**src/core/arst_map.vh**
```
// Register map, field positions, reset values and timing constants of the
// auto-recloser status stage. Included by core/arst_status.v only.
`ifndef ARST_MAP_VH
`define ARST_MAP_VH

// ----------------------------------------------------------------------
// Register byte offsets
// ----------------------------------------------------------------------
`define ARST_CTRL_OFS 8'h00
`define ARST_ARC_OFS 8'h04
`define ARST_DEAD_OFS 8'h08
`define ARST_RECLAIM_OFS 8'h0c
`define ARST_LOCKOUT_OFS 8'h10
`define ARST_STATUS_OFS 8'h14
`define ARST_SHOT_OFS 8'h18

// ----------------------------------------------------------------------
// Control register fields
// ----------------------------------------------------------------------
`define ARST_CTRL_MODE_BIT 0
`define ARST_CTRL_SEL_BIT 1
`define ARST_CTRL_SHOTS_LSB 4
`define ARST_CTRL_SHOTS_MSB 6
`define ARST_SEL_YES 1'b0
`define ARST_SEL_NO 1'b1

// ----------------------------------------------------------------------
// Reset values
// ----------------------------------------------------------------------
`define ARST_MODE_RST 1'b0
`define ARST_SEL_RST 1'b1
`define ARST_SHOTS_RST 3'h1
`define ARST_ARC_RST 16'h0064
`define ARST_DEAD_RST 16'h01f4
`define ARST_RECLAIM_RST 16'h2710
`define ARST_LOCKOUT_RST 16'h2710

// ----------------------------------------------------------------------
// Timing: timers count in 1 ms ticks of the 100 MHz clock
// ----------------------------------------------------------------------
`define ARST_TICK_NS 1000000
`define ARST_CLK_NS 10
`define ARST_TICK_CYCLES (`ARST_TICK_NS / `ARST_CLK_NS)

`endif

```
**src/core/arst_status.v**
```verilog
// Auto-recloser sequencer and its status indications, with a classic
// Wishbone slave for settings and status.
// Assumes the breaker status inputs come from the separate object control
// function, which alone issues breaker open and close commands.
//
// Decided for this implementation: the Wishbone slave port and the register offsets.
`timescale 1ns/1ps
`include "arst_map.vh"

module arst_status #(
    parameter TICK_CYCLES = `ARST_TICK_CYCLES,
    parameter MAX_SHOTS = 5
) (
    // Clock, reset, enable
    input wire clk,
    input wire rst,
    input wire ce,
    // Wishbone slave
    input wire wb_cyc_i,
    input wire wb_stb_i,
    input wire wb_we_i,
    input wire [7:0] wb_adr_i,
    input wire [3:0] wb_sel_i,
    input wire [31:0] wb_dat_i,
    output reg [31:0] wb_dat_o,
    output reg wb_ack_o,
    // Control inputs
    input wire external_enable_input,
    input wire manual_reset,
    input wire locking,
    input wire critical_request,
    input wire reclose_request_1,
    input wire reclose_request_2,
    input wire reclose_request_3,
    input wire reclose_request_4,
    input wire reclose_request_5,
    // Breaker status from object control
    input wire breaker_open,
    input wire breaker_closed,
    // Indications
    output reg recloser_enabled_ind,
    output reg recloser_disabled_ind,
    output reg reclose_in_progress_ind,
    output reg recloser_running_ind,
    output reg [4:0] request_active_ind,
    output reg [4:0] shot_running_ind,
    output reg sequence_done_ind,
    output reg final_trip_ind,
    output reg dead_time_ind,
    output reg arcing_time_ind,
    output reg reclaim_time_ind,
    output reg recloser_ready_ind,
    output reg lockout_success_ind,
    output reg inhibit_ind,
    output reg locked_ind
);

    // ------------------------------------------------------------------
    // States
    // ------------------------------------------------------------------
    localparam [2:0] ST_INHIBIT = 3'h0;
    localparam [2:0] ST_READY = 3'h1;
    localparam [2:0] ST_ARC = 3'h2;
    localparam [2:0] ST_WAIT_OPEN = 3'h3;
    localparam [2:0] ST_DEAD = 3'h4;
    localparam [2:0] ST_WAIT_CLOSE = 3'h5;
    localparam [2:0] ST_RECLAIM = 3'h6;
    localparam [2:0] ST_LOCKED = 3'h7;

    // Priority encoder: index 1..5 of the lowest-numbered active request.
    function [2:0] req_pick;
        input [4:0] r;
        begin
            if (r[0])
                req_pick = 3'h1;
            else if (r[1])
                req_pick = 3'h2;
            else if (r[2])
                req_pick = 3'h3;
            else if (r[3])
                req_pick = 3'h4;
            else if (r[4])
                req_pick = 3'h5;
            else
                req_pick = 3'h0;
        end
    endfunction

    // One-hot of an index 1..5; zero gives no bit, so only one is ever set.
    function [4:0] one_hot;
        input [2:0] idx;
        begin
            one_hot = 5'h00;
            if (idx != 3'h0 && idx <= 3'h5)
                one_hot[idx - 3'h1] = 1'b1;
        end
    endfunction

    // ------------------------------------------------------------------
    // Registers and state
    // ------------------------------------------------------------------
    reg mode_reg;
    reg sel_reg;
    reg [2:0] shots_reg;
    reg [15:0] arc_reg;
    reg [15:0] dead_reg;
    reg [15:0] reclaim_reg;
    reg [15:0] lockout_reg;
    reg [2:0] state_reg;
    reg [2:0] state_next;
    reg [2:0] shot_reg;
    reg [2:0] shot_next;
    reg [2:0] req_reg;
    reg [2:0] req_next;
    reg [15:0] timer_reg;
    reg [15:0] timer_next;
    reg [16:0] lockout_cnt_reg;
    reg [16:0] lockout_cnt_next;
    reg [31:0] tick_cnt_reg;
    reg tick_reg;
    reg final_reg;
    reg final_next;
    reg lo_succ_reg;
    reg lo_succ_next;

    wire [4:0] req_vec;
    wire [2:0] req_now;
    wire enabled;
    wire bus_req;
    wire bus_wr;
    wire timer_done;
    wire [2:0] shots_lim;

    assign req_vec = {reclose_request_5, reclose_request_4,
                      reclose_request_3, reclose_request_2,
                      reclose_request_1};
    assign req_now = req_pick(req_vec);
    // With the on/off input not in use the function is on whenever mode_reg is set.
    assign enabled = mode_reg &&
                     (sel_reg == `ARST_SEL_NO || external_enable_input);
    assign bus_req = wb_cyc_i && wb_stb_i && !wb_ack_o;
    assign bus_wr = bus_req && wb_we_i && wb_sel_i[0];
    assign timer_done = (timer_reg == 16'h0000);
    // A shot count of zero or above the maximum is clamped.
    assign shots_lim = (shots_reg == 3'h0) ? 3'h1 :
                       (shots_reg > MAX_SHOTS[2:0]) ? MAX_SHOTS[2:0] :
                       shots_reg;

    // ------------------------------------------------------------------
    // Wishbone slave: ack one cycle after the strobe, dropped the next.
    // ------------------------------------------------------------------
    always @(posedge clk) begin
        if (rst) begin
            wb_ack_o <= 1'b0;
            wb_dat_o <= 32'h00000000;
            mode_reg <= `ARST_MODE_RST;
            sel_reg <= `ARST_SEL_RST;
            shots_reg <= `ARST_SHOTS_RST;
            arc_reg <= `ARST_ARC_RST;
            dead_reg <= `ARST_DEAD_RST;
            reclaim_reg <= `ARST_RECLAIM_RST;
            lockout_reg <= `ARST_LOCKOUT_RST;
        end else if (ce) begin
            wb_ack_o <= bus_req;
            wb_dat_o <= 32'h00000000;
            if (bus_wr) begin
                case (wb_adr_i)
                    `ARST_CTRL_OFS: begin
                        mode_reg <= wb_dat_i[`ARST_CTRL_MODE_BIT];
                        sel_reg <= wb_dat_i[`ARST_CTRL_SEL_BIT];
                        shots_reg <= wb_dat_i[`ARST_CTRL_SHOTS_MSB:
                                              `ARST_CTRL_SHOTS_LSB];
                    end
                    `ARST_ARC_OFS: arc_reg <= wb_dat_i[15:0];
                    `ARST_DEAD_OFS: dead_reg <= wb_dat_i[15:0];
                    `ARST_RECLAIM_OFS: reclaim_reg <= wb_dat_i[15:0];
                    `ARST_LOCKOUT_OFS: lockout_reg <= wb_dat_i[15:0];
                    default: ;
                endcase
            end
            if (bus_req && !wb_we_i) begin
                case (wb_adr_i)
                    `ARST_CTRL_OFS:
                        wb_dat_o <= {25'h0000000, shots_reg, 2'h0,
                                     sel_reg, mode_reg};
                    `ARST_ARC_OFS: wb_dat_o <= {16'h0000, arc_reg};
                    `ARST_DEAD_OFS: wb_dat_o <= {16'h0000, dead_reg};
                    `ARST_RECLAIM_OFS: wb_dat_o <= {16'h0000, reclaim_reg};
                    `ARST_LOCKOUT_OFS: wb_dat_o <= {16'h0000, lockout_reg};
                    `ARST_STATUS_OFS:
                        wb_dat_o <= {24'h000000, lo_succ_reg, final_reg,
                                     enabled, 2'h0, state_reg};
                    `ARST_SHOT_OFS:
                        wb_dat_o <= {16'h0000, timer_reg[15:0]} &
                                    32'h0000ffff |
                                    {21'h000000, req_reg, 5'h00, shot_reg}
                                    << 16;
                    default: wb_dat_o <= 32'h00000000;
                endcase
            end
        end
    end

    // ------------------------------------------------------------------
    // Millisecond tick
    // ------------------------------------------------------------------
    always @(posedge clk) begin
        if (rst) begin
            tick_cnt_reg <= 32'h00000000;
            tick_reg <= 1'b0;
        end else if (ce) begin
            if (tick_cnt_reg >= TICK_CYCLES - 1) begin
                tick_cnt_reg <= 32'h00000000;
                tick_reg <= 1'b1;
            end else begin
                tick_cnt_reg <= tick_cnt_reg + 32'h00000001;
                tick_reg <= 1'b0;
            end
        end
    end

    // ------------------------------------------------------------------
    // Sequencer
    // ------------------------------------------------------------------
    always @* begin
        state_next = state_reg;
        shot_next = shot_reg;
        req_next = req_reg;
        final_next = final_reg;
        lo_succ_next = lo_succ_reg;
        timer_next = timer_reg;
        if (tick_reg && !timer_done)
            timer_next = timer_reg - 16'h0001;
        lockout_cnt_next = lockout_cnt_reg;
        if (tick_reg && lockout_cnt_reg != 17'h00000)
            lockout_cnt_next = lockout_cnt_reg - 17'h00001;
        case (state_reg)
            ST_INHIBIT: begin
                if (enabled)
                    state_next = ST_READY;
            end
            ST_READY: begin
                if (!enabled) begin
                    state_next = ST_INHIBIT;
                end else if (req_now != 3'h0) begin
                    // A fault inside the lockout delay locks out instead of starting a shot.
                    if (lockout_cnt_reg != 17'h00000) begin
                        state_next = ST_LOCKED;
                        lo_succ_next = 1'b1;
                    end else begin
                        state_next = ST_ARC;
                        shot_next = 3'h1;
                        req_next = req_now;
                        timer_next = arc_reg;
                    end
                end
            end
            ST_ARC: begin
                if (req_now == 3'h0) begin
                    state_next = ST_RECLAIM;
                    timer_next = reclaim_reg;
                end else if (timer_done) begin
                    state_next = ST_WAIT_OPEN;
                end else if (req_now < req_reg) begin
                    req_next = req_now;
                end
            end
            ST_WAIT_OPEN: begin
                if (breaker_open) begin
                    state_next = ST_DEAD;
                    timer_next = dead_reg;
                end
            end
            ST_DEAD: begin
                if (timer_done)
                    state_next = ST_WAIT_CLOSE;
            end
            ST_WAIT_CLOSE: begin
                if (breaker_closed) begin
                    state_next = ST_RECLAIM;
                    timer_next = reclaim_reg;
                end
            end
            ST_RECLAIM: begin
                if (req_now != 3'h0) begin
                    if (shot_reg >= shots_lim) begin
                        state_next = ST_LOCKED;
                        final_next = 1'b1;
                    end else begin
                        state_next = ST_ARC;
                        shot_next = shot_reg + 3'h1;
                        req_next = req_now;
                        timer_next = arc_reg;
                    end
                end else if (timer_done) begin
                    state_next = enabled ? ST_READY : ST_INHIBIT;
                    shot_next = 3'h0;
                    req_next = 3'h0;
                    lockout_cnt_next = {1'b0, lockout_reg};
                end
            end
            ST_LOCKED: begin
                if (manual_reset) begin
                    state_next = enabled ? ST_READY : ST_INHIBIT;
                    final_next = 1'b0;
                    lo_succ_next = 1'b0;
                end
            end
            default: state_next = ST_INHIBIT;
        endcase
        if (state_reg != ST_LOCKED && (critical_request || locking)) begin
            state_next = ST_LOCKED;
            shot_next = 3'h0;
            req_next = 3'h0;
        end
        if (state_next == ST_LOCKED || state_next == ST_INHIBIT) begin
            shot_next = 3'h0;
            req_next = 3'h0;
        end
    end

    always @(posedge clk) begin
        if (rst) begin
            state_reg <= ST_INHIBIT;
            shot_reg <= 3'h0;
            req_reg <= 3'h0;
            timer_reg <= 16'h0000;
            lockout_cnt_reg <= 17'h00000;
            final_reg <= 1'b0;
            lo_succ_reg <= 1'b0;
        end else if (ce) begin
            state_reg <= state_next;
            shot_reg <= shot_next;
            req_reg <= req_next;
            timer_reg <= timer_next;
            lockout_cnt_reg <= lockout_cnt_next;
            final_reg <= final_next;
            lo_succ_reg <= lo_succ_next;
        end
    end

    // ------------------------------------------------------------------
    // Indications, registered one cycle behind the sequencer.
    // No breaker command leaves this block; object control owns them.
    // ------------------------------------------------------------------
    always @(posedge clk) begin
        if (rst) begin
            recloser_enabled_ind <= 1'b0;
            recloser_disabled_ind <= 1'b0;
            reclose_in_progress_ind <= 1'b0;
            recloser_running_ind <= 1'b0;
            request_active_ind <= 5'h00;
            shot_running_ind <= 5'h00;
            sequence_done_ind <= 1'b0;
            final_trip_ind <= 1'b0;
            dead_time_ind <= 1'b0;
            arcing_time_ind <= 1'b0;
            reclaim_time_ind <= 1'b0;
            recloser_ready_ind <= 1'b0;
            lockout_success_ind <= 1'b0;
            inhibit_ind <= 1'b0;
            locked_ind <= 1'b0;
        end else if (ce) begin
            recloser_enabled_ind <= enabled;
            recloser_disabled_ind <= mode_reg &&
                sel_reg == `ARST_SEL_YES && !external_enable_input;
            reclose_in_progress_ind <= state_reg == ST_DEAD;
            dead_time_ind <= state_reg == ST_DEAD;
            recloser_running_ind <= state_reg >= ST_ARC &&
                                    state_reg <= ST_RECLAIM;
            request_active_ind <= one_hot(req_reg);
            shot_running_ind <= one_hot(shot_reg);
            sequence_done_ind <= state_reg == ST_RECLAIM &&
                                 shot_reg >= shots_lim &&
                                 !timer_done;
            final_trip_ind <= final_reg;
            arcing_time_ind <= state_reg == ST_ARC && !timer_done;
            reclaim_time_ind <= state_reg == ST_RECLAIM &&
                                !timer_done;
            recloser_ready_ind <= state_reg == ST_READY &&
                                  lockout_cnt_reg == 17'h00000;
            lockout_success_ind <= lo_succ_reg;
            inhibit_ind <= state_reg == ST_INHIBIT;
            locked_ind <= state_reg == ST_LOCKED;
        end
    end

endmodule // arst_status

```
**config.mk**
```make
export PLATFORM = sky130hd
export DESIGN_NAME = arst_status
export DESIGN_NICKNAME = d
export VERILOG_FILES = /design/src/core/arst_status.v
export VERILOG_INCLUDE_DIRS = /design/src /design/src/core
export SDC_FILE = /design/constraint.sdc
export NUM_CORES = 1
export LEC_CHECK = 0
export ABC_CLOCK_PERIOD_IN_PS = 5800
export BUFFER_PORTS_ARGS = -buffer_cell sky130_fd_sc_hd__buf_2
export CORE_MARGIN = 8
export CORE_UTILIZATION = 50
export CTS_BUF_LIST = sky130_fd_sc_hd__clkbuf_16
export DETAILED_ROUTE_END_ITERATION = 10
export GPL_ROUTABILITY_DRIVEN = 0
export PLACE_DENSITY_LB_ADDON = 0.25
export SLEW_MARGIN = 20
export SYNTH_ARGS = -nofsm -noshare
export SYNTH_HDL_FRONTEND = slang
export SYNTH_SLANG_ARGS = --single-unit
```
**constraint.sdc**
```tcl
create_clock -name clk -period 5.8 [get_ports clk]
set_clock_uncertainty 0.05 [all_clocks]
set_input_delay 0.87 -clock clk [delete_from_list [all_inputs] [get_ports clk]]
set_output_delay 0.87 -clock clk [all_outputs]
set_load 0.03 [all_outputs]
```
== Yosys cells after proc, flatten, opt, wreduce, memory -nomap -nowiden ==
Cells that the tools add are included.
Storage, ports and cells
  output and inout port bits: 56
  input port bits: 61
  flip-flop bits (word level): 201
  word-level logic and storage cells: 208
Operators by class
  reductions and logical operators: 52
  equality and inequality tests: 29
  bitwise operators: 2
  mux-type cells: 75
  magnitude comparators: 12
  add/subtract/negate cells: 6
Operator list (number)
  $pmux 27 s7: 1
  $mux 16: 9
  $mux 3: 39
  $pmux 16 s5: 1
  $mux 17: 4
  $add 32x1->32 const B: 1
  $ge 32x17->1 const B: 1
  $mux 32: 1
  $mux 27: 1
  $or 16x27->27: 1
  $eq 8x5->1 const B: 3
  $ne 4x4->1 const B: 6
  $pmux 3 s8: 1
  $logic_and 1x1->1: 21
  $logic_not 17->1: 1
  $reduce_bool 17->1: 1
  $sub 17x1->17 const B: 1
  $eq 8x4->1 const B: 2
  $logic_not 16->1: 1
  $sub 16x1->16 const B: 1
  $eq 3x3->1 const B: 5
  $reduce_and 3->1: 5
  $logic_not 3->1: 4
  $ne 2x2->1 const B: 6
  other kinds (32): 59

== Depth between registers and ports, before layout ==
  word-level depth: 14
  depth in mapped cells: 13
  gate-level depth less buffers: 12

== Worst setup path before layout ==
No wires, ideal clock.
  kind: input port to flip-flop
  start: input reclose_request_2
  end: register req_reg[0]
  setup slack: 2849 ps
  path buffers: 1
  stages on the path: 9
  arrival: 2829 ps
  required time: 5678 ps
  setup time: 72 ps
  path through: or3_1 nor3_2 o21ai_2 nor2_1 nor2_2 or3_1 buf_4 a41oi_4 mux2i_1
On the way
  cells in the longest elaborated chain, start to end: 11
  elaborated cells between the ends (all ways): 35
  classes of those cells: order compare: 1; eq/ne: 9; mux: 19; reduce/logical: 6
Ends and longest elaborated chain
  start, declared: RTL line arst_status.v:33  | input wire reclose_request_2,
  $mux 3 *: RTL line arst_status.v:76  | else if (r[1])
  $mux 3 *: RTL line arst_status.v:74  | if (r[0])
  $reduce_bool 3->1: RTL line arst_status.v:245, arst_status.v:285
  $mux 3: RTL line arst_status.v:245  | end else if (req_now != 3'h0) begin
  $mux 3: RTL line arst_status.v:243  | if (!enabled) begin
  $pmux 3 s8: RTL line arst_status.v:237  | case (state_reg)
  $mux 3: RTL line arst_status.v:311  | if (state_reg != ST_LOCKED && (critical_request || locking)) begin
  $eq 3x3->1 or $logic_not 3->1 (tied branches): RTL line arst_status.v:316  | if (state_next == ST_LOCKED || state_next == ST_INHIBIT) begin
  $logic_or 1x1->1: RTL line arst_status.v:316
  $ne 5x5->1 (no line) (tied with other cells)
  $reduce_and 10->1 (no line)
  end signal, assigned: RTL line arst_status.v:334  | req_reg <= req_next;
  end, declared: RTL line arst_status.v:113  | reg [2:0] req_reg;
Every way passes the cells marked *; elsewhere a longest branch is shown, timed or not. The select of a mux whose other input is x is not followed.
A chain may end at the register's enable or synchronous reset.

== Final worst setup path ==
  start: register state_reg[0]
  end: register timer_reg[12]
On the way
  cells in the longest elaborated chain, start to end: 2
  elaborated cells between the ends (all ways): 6
  classes of those cells: eq/ne: 5; mux: 1
Ends and longest elaborated chain
  start, declared: RTL line arst_status.v:109  | reg [2:0] state_reg;
  start signal, assigned: RTL line arst_status.v:332  | state_reg <= state_next;
  $eq 3x3->1 (tied with other cells): RTL line arst_status.v:237
  $pmux 16 s5 *: RTL line arst_status.v:237
  end signal, assigned: RTL line arst_status.v:335  | timer_reg <= timer_next;
  end, declared: RTL line arst_status.v:115  | reg [15:0] timer_reg;
Every way passes the cells marked *; elsewhere a longest branch is shown, timed or not.

==> results_tabular.tex <==
\begin{tabular}{lr}
\hline
Metric & Value \\
\hline
\multicolumn{2}{l}{\textbf{STA}} \\
\quad Unrepaired setup endpoints after global routing & no \\
\quad Minimum clock period after layout & 3.324 ns \\
\quad Final setup violation count & 0 \\
\quad Pins Over Slew Limit & 0 \\
\quad Highest clock rate & 0.3008 GHz \\
\quad Final hold vios & 0 \\
\quad Final period util & between 50\% and 60\% \\
\quad Actual slew at the worst max-slew pin & 1.084 ns \\
\quad Headroom to the max-slew limit & around 28\% \\
\quad Final-layout setup total negative slack & 0 ns \\
\multicolumn{2}{l}{\textbf{Critical path}} \\
\quad Setup crit end kind & flop \\
\quad Timing endpoint of the critical path & timer\_reg[12]\$\_SDFFE\_PP0P\_ \\
\quad Internal reg-to-reg setup slack & 2.48 ns \\
\quad Startpoint type of the worst setup path & flop \\
\quad Critical setup path kind & reg -> reg \\
\quad Arr. time, crit path & 3.62 ns \\
\quad Capturing point of the worst reg2reg path & timer\_reg[12]\$\_SDFFE\_PP0P\_ \\
\quad Slowest cell on the critical path & sky130\_fd\_sc\_hd\_\_dfxtp\_1 \\
\quad Largest fanout of any net on the critical path & 17 \\
\quad R2R cell count & 8 \\
\quad Data required, critical path & 6.10 ns \\
\quad Cells along the critical path & inv\_1 -> nor3\_1 -> nand2\_1 -> o22ai\_4 -> a221oi\_1 -> o21ai\_0 -> a21oi\_1 -> a211oi\_1 \\
\quad Crit path largest cell delay & 0.73 ns \\
\quad Worst reg2reg startpoint & state\_reg[0]\$\_SDFFE\_PP0P\_ \\
\quad Beginning of the critical path & state\_reg[0]\$\_SDFFE\_PP0P\_ \\
\multicolumn{2}{l}{\textbf{Clock tree}} \\
\quad Total of hold buffers inserted after clock tree synthesis & 0 \\
\quad CTS-repair resized insts & 0 \\
\quad Number of clock sinks & between 150 and 200 \\
\quad Longest Clk Path Bufs & 2 \\
\quad CTS clock-pin slew for the worst setup and hold paths & around 0.080 ns \\
\quad Clock insertion delay at the later pin of the skew report & between 0.4 and 0.5 ns \\
\quad TritonCTS buffer count & 17 \\
\quad Clock tree from TritonCTS & yes \\
\quad Post-CTS setup buffer count & 0 \\
\quad Cell at the root of the clock tree & sky130\_fd\_sc\_hd\_\_clkbuf\_16 \\
\quad Count of H-tree levels built during CTS & 4 \\
\multicolumn{2}{l}{\textbf{Power}} \\
\quad Portion of total power attributed to sequential cells & 45.5\% \\
\quad Ratio of total power to cell area & 280.8 nW/um\^{}2 \\
\quad Leakage & 4.081 nW \\
\quad Switching portion of total power & between 30 and 40\% \\
\quad Logic gate share of total power & 15.3\% \\
\quad Design internal power & roughly 2.1 mW \\
\quad IR Drop Worst-Case VDD & 0.2032 mV \\
\quad Power share of the clock group & 39.3\% \\
\quad Net switching power figure & between 0.9 and 1 mW \\
\multicolumn{2}{l}{\textbf{Job}} \\
\quad Number of maximum-capacitance constraint violations & 0 \\
\multicolumn{2}{l}{\textbf{Cells and area}} \\
\quad Area growth syn-to-layout & 10.65\% \\
\quad Non-filler cells in the finished layout & approximately 1600 \\
\quad Total number of nets in the final design & 1374 \\
\quad Ant. Diodes & 0 \\
\quad Flip-flop count of the largest register, all copies and words added & 32 \\
\quad Share of layout cells above drive strength 1 & 11.97\% \\
\multicolumn{2}{l}{\textbf{Placed design}} \\
\quad Placed Cells incl. Taps & 1545 \\
\quad Buffers on Ports & just under 90 \\
\quad Dpl hpwl & between 15000 and 20000 um \\
\multicolumn{2}{l}{\textbf{GRT}} \\
\quad Antenna violations before repair & 2 \\
\quad Leftover overflow at the end of global routing & 0 \\
\quad Pin count of the biggest net entering global routing & 105 \\
\quad Total global-route track usage & 23.34\% \\
\quad Global-route wire length before repair & 45810 um \\
\quad Vias in the first global route & 8685 \\
\multicolumn{2}{l}{\textbf{Floorplan}} \\
\quad Effective utilization at floorplan & about 50\% \\
\quad Vertical die dimension & 155.9 um \\
\quad Area of the die & between 20000 and 25000 sq um \\
\quad Area of the placeable core & just under 20000 sq um \\
\quad Die Wd & 155.9 um \\
\quad Num ports & roughly 120 \\
\quad Site row count & 51 \\
\multicolumn{2}{l}{\textbf{Synthesis}} \\
\quad Sequential-to-total area share from yosys stat & 39.10\% \\
\quad Synth cell types & just under 80 \\
\quad Number of synthesized register bits & 191 \\
\quad Cell with the most instances after synthesis & sky130\_fd\_sc\_hd\_\_nand2\_1 \\
\quad Mapped Avg Cell Area & 7.688 sq um \\
\quad Top cells by area in the synthesized netlist & sky130\_fd\_sc\_hd\_\_dfxtp\_1, sky130\_fd\_sc\_hd\_\_nand2\_1, sky130\_fd\_sc\_hd\_\_nor2\_1 \\
\quad Leading area contributor after synthesis & sky130\_fd\_sc\_hd\_\_dfxtp\_1 \\
\quad Number of enable-type register cells in the synthesized netlist & 0 \\
\quad Number of standard cells after synthesis & approximately 1300 \\
\quad Async set-or-reset flop fraction in the synthesized netlist & 0\% \\
\quad Top cell types by occurrence after synthesis & sky130\_fd\_sc\_hd\_\_nand2\_1, sky130\_fd\_sc\_hd\_\_dfxtp\_1, sky130\_fd\_sc\_hd\_\_nor2\_1, sky130\_fd\_sc\_hd\_\_a21oi\_1, sky130\_fd\_sc\_hd\_\_clkbuf\_1 \\
\quad Most used flip-flop cell after synthesis & sky130\_fd\_sc\_hd\_\_dfxtp\_1 \\
\quad Post-synthesis cell area & 9779 sq um \\
\quad Yosys top cell area share & between 30 and 40\% \\
\quad Syn. warnings & 0 \\
\multicolumn{2}{l}{\textbf{Drt}} \\
\quad Remaining DRCs & 0 \\
\quad Final WL & 28730 um \\
\quad Routed length per instance & about 18 um \\
\quad Number of vias after detailed routing & 9446 \\
\quad Detail Route Antenna Nets & 0 \\
\quad Detailed router's first-iteration violation count & 1001 \\
\quad Detailed-router iteration count before antenna repair & 6 \\
\quad Ratio of routed vias to standard cells & 5.990 \\
\multicolumn{2}{l}{\textbf{Outcome}} \\
\quad Result of the run & finished clean \\
\multicolumn{2}{l}{\textbf{Hold path}} \\
\quad Class of the worst hold path & reg -> reg \\
\hline
\end{tabular}
-- logic make-up after synthesis --
family                     synth area share (%)
AOI/OAI and AO/OA                         21.64
xor gates and xnor gates                  2.329
adders and majority gates                 1.791
buffers and inverters                     5.245
DFF                                       39.10
muxes                                     1.036
other                                   0.03835
and+or+nand+nor                           28.83
-- metrics by stage --
step	setup slack (ns)	power [mW]	instance area, sq um	hold slack, ns	util, %
floorplan	2.849	1.750	9813	0.3766	-
global placement	2.200	1.852	10220	0.3853	52.86
detailed placement	2.185	1.860	10230	0.3988	52.90
CTS	2.578	3.040	10820	0.4105	55.96
global route	2.192	3.151	10820	0.4369	55.96
finish	2.476	3.038	10820	0.4094	55.96
-- how the worst min path moves through the flow --
stage	start	to	slack (ns)	cells after the start
finish	shot_running_ind[1]$_SDFFE_PP0P_	shot_running_ind[1]$_SDFFE_PP0P_	0.41	2
global route	reclaim_reg[7]$_SDFFE_PP0P_	reclaim_reg[7]$_SDFFE_PP0P_	0.44	2
CTS	shot_running_ind[1]$_SDFFE_PP0P_	shot_running_ind[1]$_SDFFE_PP0P_	0.41	2
detailed placement	lockout_cnt_reg[16]$_SDFFE_PP0P_	lockout_cnt_reg[16]$_SDFFE_PP0P_	0.40	2
global placement	lockout_cnt_reg[16]$_SDFFE_PP0P_	lockout_cnt_reg[16]$_SDFFE_PP0P_	0.39	2
floorplan	lockout_cnt_reg[16]$_SDFFE_PP0P_	lockout_cnt_reg[16]$_SDFFE_PP0P_	0.38	2
-- power groups by stage --
stage | combinational [mW] | sequential, mW | clock (mW)
after floorplan | 0.352 | 1.40 | 0
after global placement | 0.442 | 1.41 | 0
after detailed placement | 0.449 | 1.41 | 0
after CTS | 0.453 | 1.38 | 1.21
after global routing | 0.502 | 1.39 | 1.26
final | 0.463 | 1.38 | 1.19
-- final cells by class --
type / instances / area, sq um
clock buffers: 17 / 425.4
clock inverters: 15 / 167.7
fillers: 1809 / 8514
inverters: 23 / 86.33
multi-input cells: 971 / 5488
flip-flops and latches: 191 / 3824
well taps: 265 / 331.6
repair buffers: 95 / 498.0
-- critical path: cells and delay by family, from the launching register on --
kind,cells,cell delay (ns)
buffers and inverters,1,0.18
and+or+nand+nor,2,0.99
DFF,1,0.73
AOI/OAI and AO/OA,5,1.28
-- cell usage in the layout (no fill, tap or decap), types with 20 or more instances in the layout --
cell,instances
sky130_fd_sc_hd__a21oi_1,107
sky130_fd_sc_hd__a22oi_1,58
sky130_fd_sc_hd__buf_2,86
sky130_fd_sc_hd__dfxtp_1,191
sky130_fd_sc_hd__inv_1,22
sky130_fd_sc_hd__nand2_1,244
sky130_fd_sc_hd__nand3_1,42
sky130_fd_sc_hd__nand3b_1,20
sky130_fd_sc_hd__nor2_1,147
sky130_fd_sc_hd__nor3_1,39
sky130_fd_sc_hd__o21ai_0,32
-- routing by layer --
| layer | GRT usage, % | wire, um | vias to the layer above |
|---|---|---|---|
| met4 | 9.288 | 907 | 4 |
| met3 | 8.144 | 2720 | 68 |
| met2 | 35.94 | 12590 | 387 |
| met1 | 29.29 | 12490 | 4428 |
| li1 | - | - | 4559 |
| met5 | 0 | 27 | - |
Power figures use the tool's default switching activity.
